===== src/design/dfo_pkg.sv =====
// Purpose: shared constants and types for the playback filter and output control
// Assumes: 8-bit register index, 16-bit register data
// Notes:   path index order is hp left, hp right, line left, line right
package dfo_pkg;

   localparam int ADDR_W = 8;
   localparam int DATA_W = 16;
   localparam int NPATH  = 4;

   // register offsets
   localparam logic [ADDR_W-1:0] ADDR_HP_PWR  = 8'h0e;
   localparam logic [ADDR_W-1:0] ADDR_LN_PWR  = 8'h0f;
   localparam logic [ADDR_W-1:0] ADDR_FILT    = 8'h21;
   localparam logic [ADDR_W-1:0] ADDR_SRC     = 8'h3d;
   localparam logic [ADDR_W-1:0] ADDR_STATUS  = 8'h3e;
   localparam logic [ADDR_W-1:0] ADDR_HP_STG  = 8'h5a;
   localparam logic [ADDR_W-1:0] ADDR_LN_STG  = 8'h5e;

   // field positions
   localparam int PWR_LEFT_BIT  = 1;
   localparam int PWR_RIGHT_BIT = 0;
   localparam int DEEMPHASIS_SELECT_LSB    = 1;
   localparam int OSR_BIT       = 6;
   localparam int SB_BIT        = 11;
   localparam int STG_L_LSB     = 4;
   localparam int STG_R_LSB     = 0;
   localparam int NIB_INP       = 0;
   localparam int NIB_MID       = 1;
   localparam int NIB_OUTP      = 2;
   localparam int NIB_UNGND     = 3;
   localparam int SRC_W         = 2;
   localparam int STAT_ACT_LSB  = 0;
   localparam int STAT_GND_LSB  = 4;

   // reset values
   localparam logic [1:0] RST_PWR    = 2'h0;
   localparam logic [1:0] RST_DEEMPHASIS_SELECT = 2'h0;
   localparam logic       RST_SB     = 1'b0;
   localparam logic       RST_OSR    = 1'b0;
   localparam logic [7:0] RST_STG    = 8'h00;
   localparam logic [7:0] RST_SRC    = 8'h00;

   // host-side settle time from input stage to middle stage
   localparam int CLK_PERIOD_NS = 50;
   localparam int T_IN_TO_MID_NS = 20000;
   localparam int CYC_IN_TO_MID =
      (T_IN_TO_MID_NS + CLK_PERIOD_NS - 1) / CLK_PERIOD_NS;

   typedef enum logic [1:0] {
      DEEMPHASIS_SELECT_OFF,
      DEEMPHASIS_SELECT_32K,
      DEEMPHASIS_SELECT_44K1,
      DEEMPHASIS_SELECT_48K
   } dfo_deemphasis_select_t;

   typedef enum logic [SRC_W-1:0] {
      SRC_DAC,
      SRC_BYP_LEFT,
      SRC_BYP_RIGHT,
      SRC_DAC_ALT
   } dfo_src_t;

endpackage


===== src/design/dfo_out_path.sv =====
// Purpose: per-output stage drive, ground short and source select
// Assumes: inputs come straight from control registers
// Notes:   outputs lag the register write by one clock
`timescale 1ns/1ps
module dfo_out_path (
   input  wire logic       i_clk,
   input  wire logic       i_rst_b,
   input  wire logic       i_amp_en,
   input  wire logic [3:0] i_stage,
   input  wire logic [1:0] i_src,
   output logic            o_amp_enable,
   output logic            o_input_stage_on,
   output logic            o_middle_stage_on,
   output logic            o_output_stage_on,
   output logic            o_short_to_ground,
   output logic            o_src_dac,
   output logic            o_src_left_bypass,
   output logic            o_src_right_bypass,
   output logic            o_active
);

   typedef struct packed {
      logic amp;
      logic inp;
      logic mid;
      logic outp;
      logic gnd;
      logic dac;
      logic bypl;
      logic bypr;
      logic act;
   } dfo_path_t;

   localparam dfo_path_t PATH_RST = '{
      amp: 1'b0, inp: 1'b0, mid: 1'b0, outp: 1'b0, gnd: 1'b1,
      dac: 1'b1, bypl: 1'b0, bypr: 1'b0, act: 1'b0};

   dfo_path_t s_q;
   dfo_path_t s_d;

   always_comb begin
      s_d      = s_q;
      s_d.amp  = i_amp_en;
      s_d.inp  = i_stage[dfo_pkg::NIB_INP];
      s_d.mid  = i_stage[dfo_pkg::NIB_MID];
      s_d.outp = i_stage[dfo_pkg::NIB_OUTP];
      // short stays until its own unground bit is set
      s_d.gnd  = ~i_stage[dfo_pkg::NIB_UNGND];
      s_d.dac  = 1'b0;
      s_d.bypl = 1'b0;
      s_d.bypr = 1'b0;
      case (dfo_pkg::dfo_src_t'(i_src))
         dfo_pkg::SRC_BYP_LEFT:  s_d.bypl = 1'b1;
         dfo_pkg::SRC_BYP_RIGHT: s_d.bypr = 1'b1;
         default:                s_d.dac  = 1'b1;
      endcase
      s_d.act  = i_amp_en & (&i_stage);
   end

   always_ff @(posedge i_clk or negedge i_rst_b) begin
      if (!i_rst_b) begin
         s_q <= PATH_RST;
      end else begin
         s_q <= s_d;
      end
   end

   assign o_amp_enable       = s_q.amp;
   assign o_input_stage_on   = s_q.inp;
   assign o_middle_stage_on  = s_q.mid;
   assign o_output_stage_on  = s_q.outp;
   assign o_short_to_ground  = s_q.gnd;
   assign o_src_dac          = s_q.dac;
   assign o_src_left_bypass  = s_q.bypl;
   assign o_src_right_bypass = s_q.bypr;
   assign o_active           = s_q.act;

endmodule


===== src/design/dfo_ctrl.sv =====
// Purpose: playback filter settings and output driver enable control
// Assumes: single 20 MHz clock, plain register port, host keeps sequencing
// Notes:   register data applies at the clock edge of the write
//
// The plain strobed port was chosen for this implementation.
`timescale 1ns/1ps
module dfo_ctrl (
   input  wire logic                       i_clk,
   input  wire logic                       i_rst_b,
   input  wire logic [dfo_pkg::ADDR_W-1:0] i_addr,
   input  wire logic [dfo_pkg::DATA_W-1:0] i_wdata,
   input  wire logic                       i_wr,
   input  wire logic                       i_rd,
   output logic [dfo_pkg::DATA_W-1:0]      o_rdata,
   output logic                            o_deemphasis_select_32k,
   output logic                            o_deemphasis_select_44k1,
   output logic                            o_deemphasis_select_48k,
   output logic                            o_sloping_stopband_select,
   output logic                            o_double_oversample_select,
   output logic [dfo_pkg::NPATH-1:0]       o_amp_enable,
   output logic [dfo_pkg::NPATH-1:0]       o_input_stage_on,
   output logic [dfo_pkg::NPATH-1:0]       o_middle_stage_on,
   output logic [dfo_pkg::NPATH-1:0]       o_output_stage_on,
   output logic [dfo_pkg::NPATH-1:0]       o_short_to_ground,
   output logic [dfo_pkg::NPATH-1:0]       o_src_dac,
   output logic [dfo_pkg::NPATH-1:0]       o_src_left_bypass,
   output logic [dfo_pkg::NPATH-1:0]       o_src_right_bypass
);

   typedef struct packed {
      logic [1:0]                hp_pwr;
      logic [1:0]                ln_pwr;
      logic [1:0]                deemphasis_select;
      logic                      sb;
      logic                      osr;
      logic [7:0]                hp_stg;
      logic [7:0]                ln_stg;
      logic [7:0]                src;
      logic                      dm32;
      logic                      dm44;
      logic                      dm48;
      logic [dfo_pkg::DATA_W-1:0] rdata;
   } dfo_ctrl_t;

   localparam dfo_ctrl_t CTRL_RST = '{
      hp_pwr: dfo_pkg::RST_PWR,
      ln_pwr: dfo_pkg::RST_PWR,
      deemphasis_select: dfo_pkg::RST_DEEMPHASIS_SELECT,
      sb:     dfo_pkg::RST_SB,
      osr:    dfo_pkg::RST_OSR,
      hp_stg: dfo_pkg::RST_STG,
      ln_stg: dfo_pkg::RST_STG,
      src:    dfo_pkg::RST_SRC,
      dm32:   1'b0,
      dm44:   1'b0,
      dm48:   1'b0,
      rdata:  16'h0000};

   dfo_ctrl_t s_q;
   dfo_ctrl_t s_d;

   logic [dfo_pkg::NPATH-1:0] path_act;

   // register writes and read data
   always_comb begin
      s_d       = s_q;
      s_d.rdata = 16'h0000;

      if (i_wr) begin
         if (i_addr == dfo_pkg::ADDR_HP_PWR) begin
            s_d.hp_pwr[1] = i_wdata[dfo_pkg::PWR_LEFT_BIT];
            s_d.hp_pwr[0] = i_wdata[dfo_pkg::PWR_RIGHT_BIT];
         end else if (i_addr == dfo_pkg::ADDR_LN_PWR) begin
            s_d.ln_pwr[1] = i_wdata[dfo_pkg::PWR_LEFT_BIT];
            s_d.ln_pwr[0] = i_wdata[dfo_pkg::PWR_RIGHT_BIT];
         end else if (i_addr == dfo_pkg::ADDR_FILT) begin
            s_d.deemphasis_select = i_wdata[dfo_pkg::DEEMPHASIS_SELECT_LSB +: 2];
            s_d.sb     = i_wdata[dfo_pkg::SB_BIT];
            s_d.osr    = i_wdata[dfo_pkg::OSR_BIT];
         end else if (i_addr == dfo_pkg::ADDR_SRC) begin
            s_d.src = i_wdata[7:0];
         end else if (i_addr == dfo_pkg::ADDR_HP_STG) begin
            s_d.hp_stg = i_wdata[7:0];
         end else if (i_addr == dfo_pkg::ADDR_LN_STG) begin
            s_d.ln_stg = i_wdata[7:0];
         end
      end

      // one curve per supported rate, none for any other
      s_d.dm32 = 1'b0;
      s_d.dm44 = 1'b0;
      s_d.dm48 = 1'b0;
      case (dfo_pkg::dfo_deemphasis_select_t'(s_d.deemphasis_select))
         dfo_pkg::DEEMPHASIS_SELECT_32K:  s_d.dm32 = 1'b1;
         dfo_pkg::DEEMPHASIS_SELECT_44K1: s_d.dm44 = 1'b1;
         dfo_pkg::DEEMPHASIS_SELECT_48K:  s_d.dm48 = 1'b1;
         default: ;
      endcase

      // reads see the state before a same-cycle write
      if (i_rd) begin
         if (i_addr == dfo_pkg::ADDR_HP_PWR) begin
            s_d.rdata[dfo_pkg::PWR_LEFT_BIT]  = s_q.hp_pwr[1];
            s_d.rdata[dfo_pkg::PWR_RIGHT_BIT] = s_q.hp_pwr[0];
         end else if (i_addr == dfo_pkg::ADDR_LN_PWR) begin
            s_d.rdata[dfo_pkg::PWR_LEFT_BIT]  = s_q.ln_pwr[1];
            s_d.rdata[dfo_pkg::PWR_RIGHT_BIT] = s_q.ln_pwr[0];
         end else if (i_addr == dfo_pkg::ADDR_FILT) begin
            s_d.rdata[dfo_pkg::DEEMPHASIS_SELECT_LSB +: 2] = s_q.deemphasis_select;
            s_d.rdata[dfo_pkg::SB_BIT]          = s_q.sb;
            s_d.rdata[dfo_pkg::OSR_BIT]         = s_q.osr;
         end else if (i_addr == dfo_pkg::ADDR_SRC) begin
            s_d.rdata[7:0] = s_q.src;
         end else if (i_addr == dfo_pkg::ADDR_STATUS) begin
            s_d.rdata[dfo_pkg::STAT_ACT_LSB +: 4] = path_act;
            s_d.rdata[dfo_pkg::STAT_GND_LSB +: 4] = o_short_to_ground;
         end else if (i_addr == dfo_pkg::ADDR_HP_STG) begin
            s_d.rdata[7:0] = s_q.hp_stg;
         end else if (i_addr == dfo_pkg::ADDR_LN_STG) begin
            s_d.rdata[7:0] = s_q.ln_stg;
         end
      end
   end

   // register fields land on the write edge; path outputs are staged one edge later
   always_ff @(posedge i_clk or negedge i_rst_b) begin
      if (!i_rst_b) begin
         s_q <= CTRL_RST;
      end else begin
         s_q <= s_d;
      end
   end

   assign o_rdata                    = s_q.rdata;
   assign o_deemphasis_select_32k               = s_q.dm32;
   assign o_deemphasis_select_44k1              = s_q.dm44;
   assign o_deemphasis_select_48k               = s_q.dm48;
   assign o_sloping_stopband_select  = s_q.sb;
   assign o_double_oversample_select = s_q.osr;

   // one path block per output; no cross terms between paths
   for (genvar p = 0; p < dfo_pkg::NPATH; p++) begin : g_path
      localparam bit IS_HP   = (p < 2);
      localparam bit IS_LEFT = ((p % 2) == 0);

      logic [7:0] stg;
      logic [1:0] pwr;
      logic [3:0] nib;
      logic       amp;

      assign stg = IS_HP ? s_q.hp_stg : s_q.ln_stg;
      assign pwr = IS_HP ? s_q.hp_pwr : s_q.ln_pwr;
      assign nib = IS_LEFT ? stg[dfo_pkg::STG_L_LSB +: 4]
                           : stg[dfo_pkg::STG_R_LSB +: 4];
      assign amp = IS_LEFT ? pwr[1] : pwr[0];

      dfo_out_path u_path (
         .i_clk              (i_clk),
         .i_rst_b            (i_rst_b),
         .i_amp_en           (amp),
         .i_stage            (nib),
         .i_src              (s_q.src[p*dfo_pkg::SRC_W +: dfo_pkg::SRC_W]),
         .o_amp_enable       (o_amp_enable[p]),
         .o_input_stage_on   (o_input_stage_on[p]),
         .o_middle_stage_on  (o_middle_stage_on[p]),
         .o_output_stage_on  (o_output_stage_on[p]),
         .o_short_to_ground  (o_short_to_ground[p]),
         .o_src_dac          (o_src_dac[p]),
         .o_src_left_bypass  (o_src_left_bypass[p]),
         .o_src_right_bypass (o_src_right_bypass[p]),
         .o_active           (path_act[p])
      );
   end

endmodule


===== config.mk =====
export PLATFORM = sky130hd
export DESIGN_NAME = dfo_ctrl
export DESIGN_NICKNAME = d
export VERILOG_FILES = /design/src/design/dfo_pkg.sv /design/src/design/dfo_out_path.sv /design/src/design/dfo_ctrl.sv
export SDC_FILE = /design/constraint.sdc
export NUM_CORES = 1
export LEC_CHECK = 0
export BUFFER_PORTS_ARGS = -buffer_cell sky130_fd_sc_hd__buf_2
export CAP_MARGIN = 5
export CORE_ASPECT_RATIO = 0.9
export CORE_MARGIN = 4
export CORE_UTILIZATION = 54
export DETAILED_ROUTE_END_ITERATION = 8
export GPL_ROUTABILITY_DRIVEN = 0
export PLACE_DENSITY = 0.83
export SKIP_LAST_GASP = 1
export SLEW_MARGIN = 20
export SYNTH_ARGS = -nofsm -noshare
export SYNTH_HDL_FRONTEND = slang
export SYNTH_SLANG_ARGS = --single-unit

===== constraint.sdc =====
create_clock -name i_clk -period 1.5 [get_ports i_clk]
set_clock_uncertainty 0.2 [all_clocks]
set_input_delay 0.075 -clock i_clk [delete_from_list [all_inputs] [get_ports i_clk]]
set_output_delay 0.075 -clock i_clk [all_outputs]
set_load 0.02 [all_outputs]

==> flow_summary_export.csv <==
group,metric,value,unit
status,outcome,"completed",
finish,layout-drive-gt1-share,41.51,%
setup_path,cp_common_cell,"dlygate4sd3_1",
power,ir_worst_vdd,0.0008797,V
setup_path,critPathLaunchType,"primary input",
global_routing,grt_pass1_wl,12.62,mm
synth,yosysTopAreaCellShare,48.39,%
placement,place_area,4021,um^2
timing,final.setup.tns,0,ps
synth,yosys_warnings,0,
synth,synth_edf_count,0,
timing,max_slew.worst_pin.slew,514.8,ps
clock_network,cts_sinks,80,
die,num_io_pins,81,
finish,regArea,2012,um^2
worst_hold_path,hp-start,"i_addr[3]",
power,totalPowerFinal,4.342,mW
placement,dpl.hpwl,5.740,mm
timing,grt_setup_unrepaired,"no",
clock_network,cts-root-buf,"clkbuf_8",
setup_path,crit_path_top_delay_cell,"dlygate4sd3_1",
synth,yosysUniqueCellTypes,50,
clock_network,cts_tree,"yes",
synth,syn_avg_cell_area,12.13,um^2
setup_path,crit_chain,"dlygate4sd3_1, buf_2, nand2_1, dlygate4sd3_1, o21ai_0",
setup_path,path_class,"in2reg",
drt,antenna_left,0,
worst_hold_path,holdPathStages,5,
timing,setup_viol,0,
die,core,6621,um^2
finish,stdcell_area,4364,um^2
clock_network,clockBufferDepth,2,
die,start_util,56.24,%
global_routing,overflow,0,
setup_path,r2r_end,"o_rdata[7]$_DFF_PN0_",
drt,vias,2464,
die,rows,28,
synth,synth.largest_area_cell,"dfrtp_1",
synth,async_reset_ff_share,100.0,%
finish,n_antenna_cell,0,
flow_run,max_cap_viol_count,0,
global_routing,first_global_vias,2558,
timing,max_freq,681.1,MHz
drt,drt_iter0_markers,180,
clock_network,clk_pin_slew,70,ps
worst_hold_path,min_path_type,"in2reg",
drt,wire_per_inst,16.31,um
setup_path,critPathBufInv,3,
die,die_area,8290,um^2
worst_hold_path,min_to,"o_rdata[11]$_DFF_PN0_",
synth,seq_area_frac_synth,54.03,%
setup_path,worst_path_dominant_cell_family,"buffers and inverters",
synth,synth_common_cells,"72 x dfrtp_1, 50 x buf_4, 22 x mux2_2",
global_routing,antenna_found_initial,0,
clock_network,htree_levels,3,
setup_path,cp-end-kind,"register",
drt,drc_errors,0,
setup_path,rrSetupSlack,60,ps
drt,dr.pass1.iters,4,
die,die_w,95.53,um
setup_path,max_stage_delay,540,ps
synth,synth-main-ff-cell,"dfrtp_1",
finish,multi_input_area,1274,um^2
global_routing,grtUsageTotal,20.62,%
drt,via_per_inst,5.209,
setup_path,crit_cells,5,
clock_network,insertion_delay,350,ps
finish,area_growth,17.20,%
setup_path,critPathMaxFanout,7,
synth,synth_most_common_cell,"dfrtp_1",
finish,finalNetCount,414,
synth,synthTopCellsByArea,"dfrtp_1 48%, buf_4 10%, mux2_2 6.7%",
global_routing,grt_max_degree,46,
placement,portBuffers,66,
finish,fillers,497,
timing,hold_violations,0,
timing,fin_hold_ws,12.08,ps
timing,period_needed,1468,ps
timing,fin_crit_sh,97.88,%
power,powerDensity,994.9,nW/um^2
synth,netlist_area,3724,um^2
setup_path,worst_r2r_path_depth,4,
setup_path,required,1560,ps
synth,ys_ff_latch,80,
clock_network,cts_inserted_buffers,9,
drt,routed_wirelength,7.715,mm
die,die_y,86.78,um
power,p_leak,2.179,nW
timing,maxSlewHeadroom,65.68,%
setup_path,r2r-start,"g_path[2].stg[7]$_DFFE_PN0P_",
timing,maxSlewViolCount,0,
setup_path,arrival,1530,ps
synth,syn_inst,307,
-- where the power goes --
part	switching, mW	leakage, nW	total, mW	internal (mW)
clock network	0.734	0.0993	1.54	0.811
registers	0.0620	1.07	2.32	2.26
logic	0.275	1.01	0.475	0.200
total	1.07	2.18	4.34	3.27
-- cell families (layout without fill, tap and decap cells) --
| group | after synthesis | after routing | synth area share (%) |
|---|---|---|---|
| adder cells (fa/ha/maj) | 8 | 8 | 2.688 |
| flip-flops | 80 | 80 | 54.03 |
| multiplexers | 33 | 33 | 10.69 |
| AND/OR/NAND/NOR | 79 | 79 | 13.88 |
| AO/OA/AOI/OAI | 36 | 36 | 6.250 |
| buffers and inverters | 70 | 140 | 12.37 |
| other | 1 | 7 | 0.1007 |
-- worst max-delay path by stage --
stage | start | endpoint | slack [ps]
4_1_cts | g_path[2].stg[7]$_DFFE_PN0P_ | o_rdata[7]$_DFF_PN0_ | 40
5_1_grt | i_wdata[2] | o_deemphasis_select_48k$_DFF_PN0_ | 3
2_1_floorplan | i_addr[1] | g_path[2].stg[0]$_DFFE_PN0P_ | 10
3_3_place_gp | i_addr[0] | g_path[2].stg[2]$_DFFE_PN0P_ | -90
3_5_place_dp | i_addr[0] | g_path[2].stg[6]$_DFFE_PN0P_ | -130
6_report | i_wdata[2] | o_deemphasis_select_48k$_DFF_PN0_ | 30
-- layout make-up --
type,instances,area share [%]
Clock inverter,5,1.290
Clock buffer,11,3.240
Inverter,14,1.204
Timing Repair Buffer,110,16.40
Sequential cell,80,46.10
Tap cell,90,2.580
Multi-Input combinational cell,163,29.19
-- per-stage QoR --
stage,instances,setup WS [ps],util [%]
after floorplan,313,11.07,-
after global placement,443,-94.75,60.73
after detailed placement,443,-128.7,60.73
after CTS,473,42.32,65.84
after global routing,473,2.993,65.91
final,473,31.74,65.91
-- worst register-to-register path, stage by stage, from the launching register on --
cell      delay, ps
dfrtp_1         440
nand3b_1        110
a21boi_0        260
o221ai_1        180
a21oi_1         180
-- state kept, by name, summed over array words and instances (netlist names) --
| register | count |
|---|---|
| o_deemphasis_select_48k | 1 |
| g_path.u_path.o_input_stage_on | 4 |
| o_rdata | 9 |
| g_path.u_path.o_output_stage_on | 4 |
| g_path.u_path.o_src_right_bypass | 4 |
| o_double_oversample_select | 1 |
| g_path.u_path.o_amp_enable | 4 |
| o_deemphasis_select_32k | 1 |
| o_deemphasis_select_44k1 | 1 |
| o_sloping_stopband_select | 1 |
| g_path.u_path.o_short_to_ground | 4 |
| g_path.u_path.o_src_left_bypass | 4 |
| g_path.u_path.o_src_dac | 4 |
| g_path.pwr | 4 |
| s_q | 10 |
| g_path.u_path.o_middle_stage_on | 4 |
| g_path.u_path.o_active | 4 |
| g_path.stg | 16 |
-- layout by cell type (no fill, tap or decap), types with 8 or more instances in the layout --
cell           instances
clkbuf_8              10
dlygate4sd3_1         13
nand2_1               16
nand3b_1              10
inv_1                 14
a21oi_1                9
ha_1                   8
buf_4                 31
mux2_4                 8
dfrtp_1               72
buf_2                 64
dfstp_2                8
mux2_2                22
-- layer usage --
metal,global-route usage [%],vias to the layer above,wire (um)
li1,-,1149,-
met1,26.25,1212,3254
met2,32.20,85,3719
met3,7.378,18,553
met4,8.140,0,188
met5,0,-,0
-- timing repair --
action / in CTS / in global routing
endpoints found under the setup margin: 0 / 3
resized for setup: 0 / 3
setup buffers: 0 / 0
hold buffers: 14 / 0
hold endpoints to repair: 124 / 0
Note: power is estimated with default switching activity, not from simulation.
